### config.mk
export PLATFORM = sky130hd
export DESIGN_NAME = isar_top
export DESIGN_NICKNAME = d
export VERILOG_FILES = /design/src/verilog/isar_pkg.sv /design/src/verilog/isar_top.sv /design/src/verilog/isar_fifo2.sv
export SDC_FILE = /design/constraint.sdc
export NUM_CORES = 1
export LEC_CHECK = 0
export BUFFER_PORTS_ARGS = -buffer_cell sky130_fd_sc_hd__buf_4
export CORE_MARGIN = 3
export CORE_UTILIZATION = 37
export DETAILED_ROUTE_END_ITERATION = 10
export GPL_TIMING_DRIVEN = 1
export SKIP_LAST_GASP = 1
export SLEW_MARGIN = 20
export SYNTH_ARGS = -nofsm -noshare
export SYNTH_HDL_FRONTEND = slang
export SYNTH_HIERARCHICAL = 1
export SYNTH_SLANG_ARGS = --single-unit
### constraint.sdc
create_clock -name mclk_i -period 4.1 [get_ports mclk_i]
set_input_delay 0.82 -clock mclk_i [delete_from_list [all_inputs] [get_ports mclk_i]]
set_output_delay 0.82 -clock mclk_i [all_outputs]
set_load 0.02 [all_outputs]
### src/verilog/isar_pkg.sv
// Purpose: constants and types for the two-wire target receive block
// Assumes: 10 MHz core clock, bus clock sampled as an ordinary input
// Notes: control and status bits are plain ports, no register bus
// Overview of operation
// - start/stop enable bits add port_irq_flag in modes lacking start/stop interrupts
// - ninth SCL pulse is acknowledge slot; receiver pulls SDA low to acknowledge
// - SDA level sampled in acknowledge slot is kept as received_ack_result
// - with address/data hold, acknowledge level comes from ack_value_select
// - with both hold enables clear, hardware acknowledges on its own
// - no acknowledge when receive_overflow, or buffer_full without overwrite enable, already set at arrival
// - ack_phase_flag set after eighth falling SCL edge, only with a hold enabled
// - port_mode_field picks one of four modes, 7-bit or 10-bit addressing
// - start/stop interrupt modes also raise port_irq_flag on Start, Restart, Stop
// - first byte after Start compared to own address; mismatch idles silently
// - address_mask_reg qualifies the address comparison
// - 7-bit addressing ignores the direction bit when matching
// - 10-bit high byte matched against 11110, A9, A8, 0 from own address bits 2:1
// - after acknowledged high byte set update_address_pending and hold SCL low
// - after low byte set flags, stretch until own address rewritten, write clears
// - 10-bit read only after full write match then Restart with direction set
// - matching write address clears direction status, is acknowledged, and is buffered except a 10-bit high byte
// - overflow on received address gives not-acknowledge, modified by overwrite enable
// - port_irq_flag set for every acknowledged data byte, stays until software clears it
// - with stretch_enable SCL held low after each byte until clock_release set
// - reading the received byte clears buffer_full unless a second byte is buffered
// - Start sets start-seen, Stop sets stop-seen and returns to idle
// - Start is SDA falling while SCL stays high
// - Stop is SDA rising while SCL stays high
// - data bits sampled on SCL rising edge, SDA changes only while SCL low
// - bytes shift most significant bit first
package isar_pkg;

  typedef enum logic [2:0] {
    ST_IDLE = 3'b000,
    ST_ADDR = 3'b001,
    ST_ADDR_LO = 3'b010,
    ST_DATA = 3'b011,
    ST_READ = 3'b100,
    ST_IGNORE = 3'b101
  } isar_state_t;

  localparam int BYTE_W = 8;
  localparam int BUF_DEPTH = 2;
  localparam logic [3:0] BYTE_BITS = 4'h8;
  // port_mode_field bit positions
  localparam int MODE_TEN_BIT = 0;
  localparam int MODE_SS_IRQ = 1;
  // 10-bit high byte prefix and its comparison mask
  localparam logic [4:0] TEN_HI_PREFIX = 5'h1E;
  localparam logic [4:0] TEN_HI_PREFIX_MASK = 5'h1F;
  localparam logic [7:0] DIR_BIT_EXCLUDE = 8'hFE;
  // reset values and pin drive level
  localparam logic CLK_RELEASE_RST = 1'b1;
  localparam logic LINE_IDLE_RST = 1'b1;
  localparam logic PIN_DRIVE_LEVEL = 1'b0;

endpackage

### src/verilog/isar_top.sv
// Purpose: two-wire bus target, address match, acknowledge and byte receive
// Assumes: bus lines are asynchronous and pass two flops before use
// Notes: slave transmit is not handled; a read request raises port_irq_flag and stretches SCL, nothing is sent
`timescale 1ns/1ps
module isar_top (
  input wire logic mclk_i,
  input wire logic resetn_i,
  input wire logic scl_i,
  output logic scl_o,
  output logic scl_oe_o,
  input wire logic sda_i,
  output logic sda_o,
  output logic sda_oe_o,
  input wire logic [1:0] port_mode_field_i,
  input wire logic [7:0] own_address_i,
  input wire logic own_address_wr_i,
  input wire logic [7:0] address_mask_i,
  input wire logic ack_value_select_i,
  input wire logic address_hold_enable_i,
  input wire logic data_hold_enable_i,
  input wire logic stretch_enable_i,
  input wire logic buffer_overwrite_enable_i,
  input wire logic start_irq_enable_i,
  input wire logic stop_irq_enable_i,
  input wire logic clock_release_set_i,
  input wire logic irq_clear_i,
  input wire logic overflow_clear_i,
  input wire logic buffer_read_i,
  output logic [7:0] shift_buffer_o,
  output logic buffer_full_o,
  output logic port_irq_flag_o,
  output logic received_ack_result_o,
  output logic ack_phase_flag_o,
  output logic update_address_pending_o,
  output logic receive_overflow_o,
  output logic start_seen_o,
  output logic stop_seen_o,
  output logic read_write_o,
  output logic clock_release_o
);

  typedef struct packed {
    isar_pkg::isar_state_t st;
    isar_pkg::isar_state_t after_ack;
    logic [3:0] bits;
    logic [7:0] shreg;
    logic scl_m;
    logic scl_s;
    logic scl_d;
    logic sda_m;
    logic sda_s;
    logic sda_d;
    logic ack_slot;
    logic ack_ok;
    logic hold;
    logic sda_oe;
    logic scl_oe;
    logic rel;
    logic ua;
    logic prior;
    logic irq;
    logic ov;
    logic received_ack_result;
    logic ackt;
    logic start_seen;
    logic stop_seen;
    logic rw;
    logic push;
  } isar_core_t;

  isar_core_t s_r;
  isar_core_t s_nxt;

  logic fifo_ready;
  logic fifo_valid;
  logic [7:0] fifo_data;

  isar_fifo2 #(
    .WIDTH(isar_pkg::BYTE_W),
    .DEPTH(isar_pkg::BUF_DEPTH)
  ) u_rxbuf (
    .mclk_i(mclk_i),
    .resetn_i(resetn_i),
    .in_valid_i(s_r.push),
    .in_data_i(s_r.shreg),
    .in_ready_o(fifo_ready),
    .out_valid_o(fifo_valid),
    .out_data_o(fifo_data),
    .out_ready_i(buffer_read_i)
  );

  always_comb begin
    logic scl_rise;
    logic scl_fall;
    logic start_det;
    logic stop_det;
    logic ten_bit;
    logic ss_irq;
    logic room;
    logic match;
    logic hi_match;
    logic take;
    logic active;
    logic [7:0] hi_pat;
    logic [7:0] hi_msk;
    scl_rise = 1'b0;
    scl_fall = 1'b0;
    start_det = 1'b0;
    stop_det = 1'b0;
    ten_bit = 1'b0;
    ss_irq = 1'b0;
    room = 1'b0;
    match = 1'b0;
    hi_match = 1'b0;
    take = 1'b0;
    active = 1'b0;
    hi_pat = '0;
    hi_msk = '0;
    s_nxt = s_r;

    // first flop feeds only the second
    s_nxt.scl_m = scl_i;
    s_nxt.scl_s = s_r.scl_m;
    s_nxt.scl_d = s_r.scl_s;
    s_nxt.sda_m = sda_i;
    s_nxt.sda_s = s_r.sda_m;
    s_nxt.sda_d = s_r.sda_s;

    scl_rise = s_r.scl_s & ~s_r.scl_d;
    scl_fall = ~s_r.scl_s & s_r.scl_d;
    start_det = s_r.scl_s & s_r.scl_d & s_r.sda_d & ~s_r.sda_s;
    stop_det = s_r.scl_s & s_r.scl_d & ~s_r.sda_d & s_r.sda_s;

    ten_bit = port_mode_field_i[isar_pkg::MODE_TEN_BIT];
    ss_irq = port_mode_field_i[isar_pkg::MODE_SS_IRQ];
    // overwrite enable lets a byte in while the head is unread
    room = ~s_r.ov & (~fifo_valid | buffer_overwrite_enable_i);
    hi_pat = {isar_pkg::TEN_HI_PREFIX, own_address_i[2:1], 1'b0};
    hi_msk = {isar_pkg::TEN_HI_PREFIX_MASK, address_mask_i[2:1], 1'b0};
    active = s_r.st == isar_pkg::ST_ADDR || s_r.st == isar_pkg::ST_ADDR_LO ||
             s_r.st == isar_pkg::ST_DATA;

    // software side; hardware events below override these
    if (irq_clear_i) begin
      s_nxt.irq = 1'b0;
    end
    if (overflow_clear_i) begin
      s_nxt.ov = 1'b0;
    end
    if (clock_release_set_i) begin
      s_nxt.rel = 1'b1;
    end
    if (own_address_wr_i) begin
      s_nxt.ua = 1'b0;
    end
    if (s_r.push && fifo_ready) begin
      s_nxt.push = 1'b0;
    end

    if (start_det) begin
      // restart is handled like a start; state, bit count and ack slot reset, the 10-bit prior write match is kept
      s_nxt.st = isar_pkg::ST_ADDR;
      s_nxt.bits = '0;
      s_nxt.ack_slot = 1'b0;
      s_nxt.ackt = 1'b0;
      s_nxt.start_seen = 1'b1;
      s_nxt.stop_seen = 1'b0;
      if (ss_irq || start_irq_enable_i) begin
        s_nxt.irq = 1'b1;
      end
    end else if (stop_det) begin
      s_nxt.st = isar_pkg::ST_IDLE;
      s_nxt.bits = '0;
      s_nxt.ack_slot = 1'b0;
      s_nxt.ackt = 1'b0;
      s_nxt.prior = 1'b0;
      s_nxt.stop_seen = 1'b1;
      s_nxt.start_seen = 1'b0;
      if (ss_irq || stop_irq_enable_i) begin
        s_nxt.irq = 1'b1;
      end
    end else if (active) begin
      if (scl_rise) begin
        if (!s_r.ack_slot) begin
          s_nxt.shreg = {s_r.shreg[6:0], s_r.sda_s};
          s_nxt.bits = s_r.bits + 4'h1;
        end else begin
          s_nxt.received_ack_result = s_r.sda_s;
        end
      end
      if (scl_fall && !s_r.ack_slot && s_r.bits == isar_pkg::BYTE_BITS) begin
        // eighth falling edge: decide the acknowledge
        s_nxt.bits = '0;
        s_nxt.ack_slot = 1'b1;
        s_nxt.hold = data_hold_enable_i;
        s_nxt.after_ack = isar_pkg::ST_DATA;
        if (s_r.st == isar_pkg::ST_ADDR) begin
          s_nxt.hold = address_hold_enable_i;
          s_nxt.rw = s_r.shreg[0];
          if (ten_bit) begin
            hi_match = ((s_r.shreg ^ hi_pat) & hi_msk) == 8'h00;
            // read needs a completed write match first
            match = hi_match & (~s_r.shreg[0] | s_r.prior);
            if (!hi_match || !s_r.shreg[0]) begin
              s_nxt.prior = 1'b0;
            end
            s_nxt.after_ack = s_r.shreg[0] ? isar_pkg::ST_READ : isar_pkg::ST_ADDR_LO;
            take = match & s_r.shreg[0] & room;
          end else begin
            match = ((s_r.shreg ^ own_address_i) & address_mask_i &
                     isar_pkg::DIR_BIT_EXCLUDE) == 8'h00;
            s_nxt.after_ack = s_r.shreg[0] ? isar_pkg::ST_READ : isar_pkg::ST_DATA;
            take = match & room;
          end
        end else if (s_r.st == isar_pkg::ST_ADDR_LO) begin
          s_nxt.hold = address_hold_enable_i;
          match = ((s_r.shreg ^ own_address_i) & address_mask_i) == 8'h00;
          take = match & room;
        end else begin
          match = 1'b1;
          take = room;
        end
        if (!match && s_r.st == isar_pkg::ST_ADDR) begin
          s_nxt.st = isar_pkg::ST_IGNORE;
          s_nxt.ack_slot = 1'b0;
        end else begin
          s_nxt.ack_ok = match & room;
          s_nxt.push = take;
          if (match && !room && fifo_valid) begin
            s_nxt.ov = 1'b1;
          end
          if (s_nxt.hold) begin
            s_nxt.rel = 1'b0;
            s_nxt.irq = 1'b1;
            s_nxt.ackt = 1'b1;
          end
        end
      end else if (scl_fall && s_r.ack_slot) begin
        // ninth falling edge: act on what was sent
        s_nxt.ack_slot = 1'b0;
        s_nxt.ackt = 1'b0;
        if (s_r.st == isar_pkg::ST_ADDR_LO) begin
          // flags rise whether or not the low byte matched
          s_nxt.irq = 1'b1;
          s_nxt.ua = 1'b1;
          s_nxt.prior = s_r.sda_oe;
        end
        if (!s_r.sda_oe) begin
          s_nxt.st = isar_pkg::ST_IGNORE;
        end else begin
          s_nxt.st = s_r.after_ack;
          unique case (s_r.st)
            isar_pkg::ST_ADDR: begin
              if (s_r.after_ack == isar_pkg::ST_ADDR_LO) begin
                s_nxt.ua = 1'b1;
              end else if (s_r.after_ack == isar_pkg::ST_READ) begin
                // transmit data must be prepared before release
                s_nxt.irq = 1'b1;
                s_nxt.rel = 1'b0;
              end else begin
                s_nxt.irq = 1'b1;
                if (stretch_enable_i) begin
                  s_nxt.rel = 1'b0;
                end
              end
            end
            isar_pkg::ST_ADDR_LO: begin
              s_nxt.st = isar_pkg::ST_DATA;
            end
            isar_pkg::ST_DATA: begin
              s_nxt.irq = 1'b1;
              if (stretch_enable_i) begin
                s_nxt.rel = 1'b0;
              end
            end
            default: begin
              s_nxt.st = isar_pkg::ST_IGNORE;
            end
          endcase
        end
      end
    end

    // acknowledge is driven only in the slot, level per hold mode
    s_nxt.sda_oe = s_nxt.ack_slot & s_nxt.ack_ok &
                   (~s_nxt.hold | ~ack_value_select_i);
    // stretch for software, address update, or a full buffer
    s_nxt.scl_oe = ~s_nxt.rel | s_nxt.ua | (s_nxt.push & ~fifo_ready);
  end

  always_ff @(posedge mclk_i or negedge resetn_i) begin
    if (!resetn_i) begin
      s_r <= '0;
      s_r.rel <= isar_pkg::CLK_RELEASE_RST;
      s_r.scl_m <= isar_pkg::LINE_IDLE_RST;
      s_r.scl_s <= isar_pkg::LINE_IDLE_RST;
      s_r.scl_d <= isar_pkg::LINE_IDLE_RST;
      s_r.sda_m <= isar_pkg::LINE_IDLE_RST;
      s_r.sda_s <= isar_pkg::LINE_IDLE_RST;
      s_r.sda_d <= isar_pkg::LINE_IDLE_RST;
    end else begin
      s_r <= s_nxt;
    end
  end

  // open-drain: only ever pull low
  assign scl_o = isar_pkg::PIN_DRIVE_LEVEL;
  assign sda_o = isar_pkg::PIN_DRIVE_LEVEL;
  assign scl_oe_o = s_r.scl_oe;
  assign sda_oe_o = s_r.sda_oe;
  assign shift_buffer_o = fifo_data;
  assign buffer_full_o = fifo_valid;
  assign port_irq_flag_o = s_r.irq;
  assign received_ack_result_o = s_r.received_ack_result;
  assign ack_phase_flag_o = s_r.ackt;
  assign update_address_pending_o = s_r.ua;
  assign receive_overflow_o = s_r.ov;
  assign start_seen_o = s_r.start_seen;
  assign stop_seen_o = s_r.stop_seen;
  assign read_write_o = s_r.rw;
  assign clock_release_o = s_r.rel;
endmodule

### src/verilog/isar_fifo2.sv
// Purpose: small receive buffer between byte engine and software reader
// Assumes: single clock, push and pop may coincide
// Notes: head entry and flags are flops, so outputs need no mux
`timescale 1ns/1ps
module isar_fifo2 #(
  parameter int WIDTH = 8,
  parameter int DEPTH = 2
) (
  input wire logic mclk_i,
  input wire logic resetn_i,
  input wire logic in_valid_i,
  input wire logic [WIDTH-1:0] in_data_i,
  output logic in_ready_o,
  output logic out_valid_o,
  output logic [WIDTH-1:0] out_data_o,
  input wire logic out_ready_i
);
  localparam int CW = $clog2(DEPTH + 1);
  localparam logic [CW-1:0] FULL_CNT = CW'(DEPTH);

  typedef struct packed {
    logic [DEPTH-1:0][WIDTH-1:0] ent;
    logic [CW-1:0] cnt;
    logic vld;
    logic rdy;
  } isar_fifo_t;

  isar_fifo_t s_r;
  isar_fifo_t s_nxt;

  always_comb begin
    logic push;
    logic pop;
    logic [CW-1:0] wr;
    push = 1'b0;
    pop = 1'b0;
    wr = '0;
    s_nxt = s_r;
    pop = s_r.vld & out_ready_i;
    push = in_valid_i & s_r.rdy;
    wr = s_r.cnt - CW'(pop);
    // entries shift toward the head on a pop
    for (int i = 0; i < DEPTH; i++) begin
      if (pop && i < DEPTH - 1) begin
        s_nxt.ent[i] = s_r.ent[i + 1];
      end
      if (push && wr == CW'(i)) begin
        s_nxt.ent[i] = in_data_i;
      end
    end
    s_nxt.cnt = s_r.cnt + CW'(push) - CW'(pop);
    s_nxt.vld = s_nxt.cnt != '0;
    s_nxt.rdy = s_nxt.cnt != FULL_CNT;
  end

  always_ff @(posedge mclk_i or negedge resetn_i) begin
    if (!resetn_i) begin
      s_r <= '0;
      s_r.rdy <= 1'b1;
    end else begin
      s_r <= s_nxt;
    end
  end

  assign in_ready_o = s_r.rdy;
  assign out_valid_o = s_r.vld;
  assign out_data_o = s_r.ent[0];
endmodule

==> impl_table.tex <==
\begin{tabular}{lr}
\hline
Metric & Value \\
\hline
\multicolumn{2}{l}{\textbf{Logic synthesis}} \\
Biggest area consumer among synthesized cells & dfrtp\_1 \\
Proportion of netlist area held by the largest area contributor & 42.5\% \\
Number of distinct library cells after synthesis & 63 \\
Largest cells by area after synthesis & dfrtp\_1 (43\%), mux2\_2 (12\%), dfstp\_2 (6.9\%) \\
Most used DFF post-synth & dfrtp\_1 \\
Number of warnings reported in the yosys synthesis log & 6 \\
Post-synth EDFFs & 0 \\
Count of state elements after synthesis & 60 \\
Post-synthesis average cell area & 11.3 um2 \\
Post-synthesis async set-or-reset flop share & 100\% \\
Sequential fraction of the synthesis area & about half \\
Cell count after synthesis & 270 \\
Post-synthesis cell area & 3060 um2 \\
\multicolumn{2}{l}{\textbf{Final layout}} \\
Post-layout util & around 47\% \\
Number of inserted diodes & 0 \\
Number of nets in the finished design & approximately 360 \\
Area added between synthesis and finish & 20.0\% \\
Most frequent standard cell in the layout excluding fill and tap cells & buf\_4 \\
Fraction of layout instances using a drive strength above 1 & 38.2\% \\
Finished Layout Cells & $\sim$430 \\
Most frequent cells in the layout & buf\_4 (54), dfrtp\_1 (52), mux2\_2 (33) \\
\multicolumn{2}{l}{\textbf{STA}} \\
Setup TNS Final & 0 ps \\
Period utilization & 61.2\% \\
Slew of the pin with the lowest slew margin & 876 ps \\
Minimum clock period & 2510 ps \\
Largest clock skew in the final design & 9.49 ps \\
Pins over their slew limit & 0 \\
Maximum clock frequency & 0.399 GHz \\
Worst max-slew margin expressed relative to the limit & approximately two fifths \\
Hold Violations, Final & 0 \\
Final setup viols & 0 \\
Unrepaired setup endpoints after global routing & false \\
\multicolumn{2}{l}{\textbf{CTS}} \\
CTS H-tree lvls & 3 \\
CTS clock-pin slew for the worst setup and hold paths & approximately 70 ps \\
Bufs on Longest Clock Path & 2 \\
CTS buffer count & 9 \\
Hold-fix buffer count after cts & 0 \\
CTS tree & yes \\
Clock Latency Late Sink & roughly 340 ps \\
Cells resized by post-CTS repair & 0 \\
CTS Root Cell & clkbuf\_8 \\
Setup bufs post-CTS & 0 \\
Clock net sink count & 60 \\
\multicolumn{2}{l}{\textbf{Die}} \\
Area inside the core boundary & 7890 um2 \\
Die area & 9400 um2 \\
Row count & 32 \\
Die Height & $\sim$97 um \\
Initial core utilization & 38.8\% \\
Die width & 96.9 um \\
\# IOs & 56 \\
\multicolumn{2}{l}{\textbf{Global routing}} \\
Gr ovfl total & 0 \\
Largest net degree at the start of global routing & 61 \\
Number of global-route vias before repair & 2202 \\
Total GRT Usage & 14.7\% \\
Global-route wire length before repair & 11100 um \\
Initial antenna violation count & 0 \\
\multicolumn{2}{l}{\textbf{Power}} \\
Total power density per cell area & 422 nW/um2 \\
Net switching power figure & about 500 uW \\
Clock group share of total power & 31.6\% \\
Largest voltage drop on the vdd net & 172 uV \\
Proportion of power drawn by combinational gates & between 20\% and 30\% \\
Sequential cell fraction of total power & 48.4\% \\
Static leakage & 0.00176 uW \\
Share of total power consumed by net switching & 32.3\% \\
P\_int & 1050 uW \\
\multicolumn{2}{l}{\textbf{Critical path}} \\
Crit path capture type & register \\
Critical path cell sequence & buf\_4, xor2\_1, a222oi\_1, nand4b\_1, and2\_4, o21ai\_1, mux2\_2 \\
Crit path launch type & input port \\
Type of the worst setup path & input port to register \\
Arrival time reported for the critical path endpoint & 2740 ps \\
Register-to-register setup slack & $\sim$1700 ps \\
Worst EP required & 4330 ps \\
Cell type of the slowest stage on the worst timing path & a222oi\_1 \\
Startpoint of the worst register-to-register path & s\_r[27] \\
R2R cell count & 6 \\
Delay of the slowest critical-path stage & 550 ps \\
Endpoint of the worst-slack reg-to-reg timing path & s\_r[37] \\
Maximum fanout along the worst path & 7 \\
\multicolumn{2}{l}{\textbf{Drt}} \\
Post-detailed-route count of antenna-violating nets & 0 \\
Mean number of vias per cell & 5.05 \\
Number of iterations in the first detailed-routing pass & 4 \\
Post-detailed-routing wire length & 6400 um \\
Residual DRC & 0 \\
Drt first-iter violations & 113 \\
Vias post-DR & 2157 \\
Average wire length per cell after detail routing & around 15 um \\
\multicolumn{2}{l}{\textbf{Outcome}} \\
Result of the run & finished, final reports clean \\
\multicolumn{2}{l}{\textbf{Min path}} \\
Worst min-delay path class & register to register \\
Worst Hold Path EP & s\_nxt[16] \\
Hold Startpoint & s\_nxt[17] \\
Cell depth of the worst min-delay path & 0 \\
\multicolumn{2}{l}{\textbf{Placed design}} \\
Count of input and output buffers & 53 \\
Placer Congestion & $\sim$0.84 \\
Placed wire-length estimate & 4730 um \\
Placed insts & 411 \\
\multicolumn{2}{l}{\textbf{Run}} \\
Maxcap violations & 0 \\
\hline
\end{tabular}
worst max-delay path: cells and delay by family:
kind,cells,cell delay [ps]
AOI/OAI and AO/OA,2,800
and+or+nand+nor,2,480
muxes,1,370
xor gates and xnor gates,1,140
buffers and inverters,1,110
power by group through the flow:
stage	logic [uW]	clock network (uW)	registers [uW]
3_5_place_dp	316	0	760
4_1_cts	315	506	751
5_1_grt	350	533	766
3_3_place_gp	311	0	759
2_1_floorplan	233	0	731
6_report	311	490	751
metal layers:
layer | GRT usage, % | share of wire, %
met1 | 20.1 | 47
met2 | 22.1 | 47
met3 | 4.90 | 4.9
met4 | 4.32 | 1.1
met5 | 0 | 0
synthesized netlist by cell type, types with 3 or more instances:
cell type / number
xor2_1: 10
nor2_1: 11
nand3_1: 6
a21oi_1: 7
o21a_1: 3
dfrtp_1: 52
mux2_2: 33
nand2_1: 20
nor2b_1: 3
o21ai_0: 14
dfstp_2: 8
xnor2_1: 4
buf_4: 11
nand2b_1: 4
ha_1: 3
nand4_1: 5
nand3b_1: 3
a31oi_1: 4
inv_1: 15
worst max-delay path by stage:
stage                           startpoint  endpoint  slack [ps]  cells after the start
after floorplan           own_address_i[5]   s_r[37]        1720                      6
after global placement    own_address_i[5]   s_r[37]        1340                      7
after detailed placement  own_address_i[5]   s_r[37]        1290                      7
after CTS                 own_address_i[5]   s_r[37]        1640                      7
after global routing      own_address_i[5]   s_r[37]        1470                      7
final                     own_address_i[5]   s_r[37]        1590                      7
cell families after synthesis:
| kind of cell | share of synthesized area [%] |
|---|---|
| and+or+nand+nor | 13.8 |
| DFF | 49.4 |
| AOI/OAI and AO/OA | 12.8 |
| muxes | 13.2 |
| buffers and inverters | 5.48 |
| xor gates and xnor gates | 4.01 |
| adders and majority gates | 1.23 |
| other | 0.123 |
cell type report:
type / instances / area (um2)
Fill cell: 740 / 4220
Sequential cell: 60 / 1510
Multi-Input combinational cell: 180 / 1390
Timing Repair Buffer: 54 / 405
Clock buffer: 10 / 138
Tap cell: 102 / 128
Inverter: 15 / 56.3
Clock inverter: 6 / 48.8
through the flow:
stage | power [uW] | hold slack [ps] | setup WS (ps) | cell area, um2
floorplan | 964 | 345 | 1720 | 3060
global placement | 1070 | 347 | 1340 | 3490
detailed placement | 1080 | 347 | 1290 | 3490
CTS | 1570 | 359 | 1640 | 3670
global route | 1650 | 368 | 1470 | 3670
finish | 1550 | 357 | 1590 | 3670
state kept, by name, summed over array words and instances, names as in the netlist, 4 cells and up:
register / flops
u_rxbuf/s_r: 10
u_rxbuf/out_data_o: 8
s_nxt: 4
s_r: 25
(Power assumes the default switching activity.)
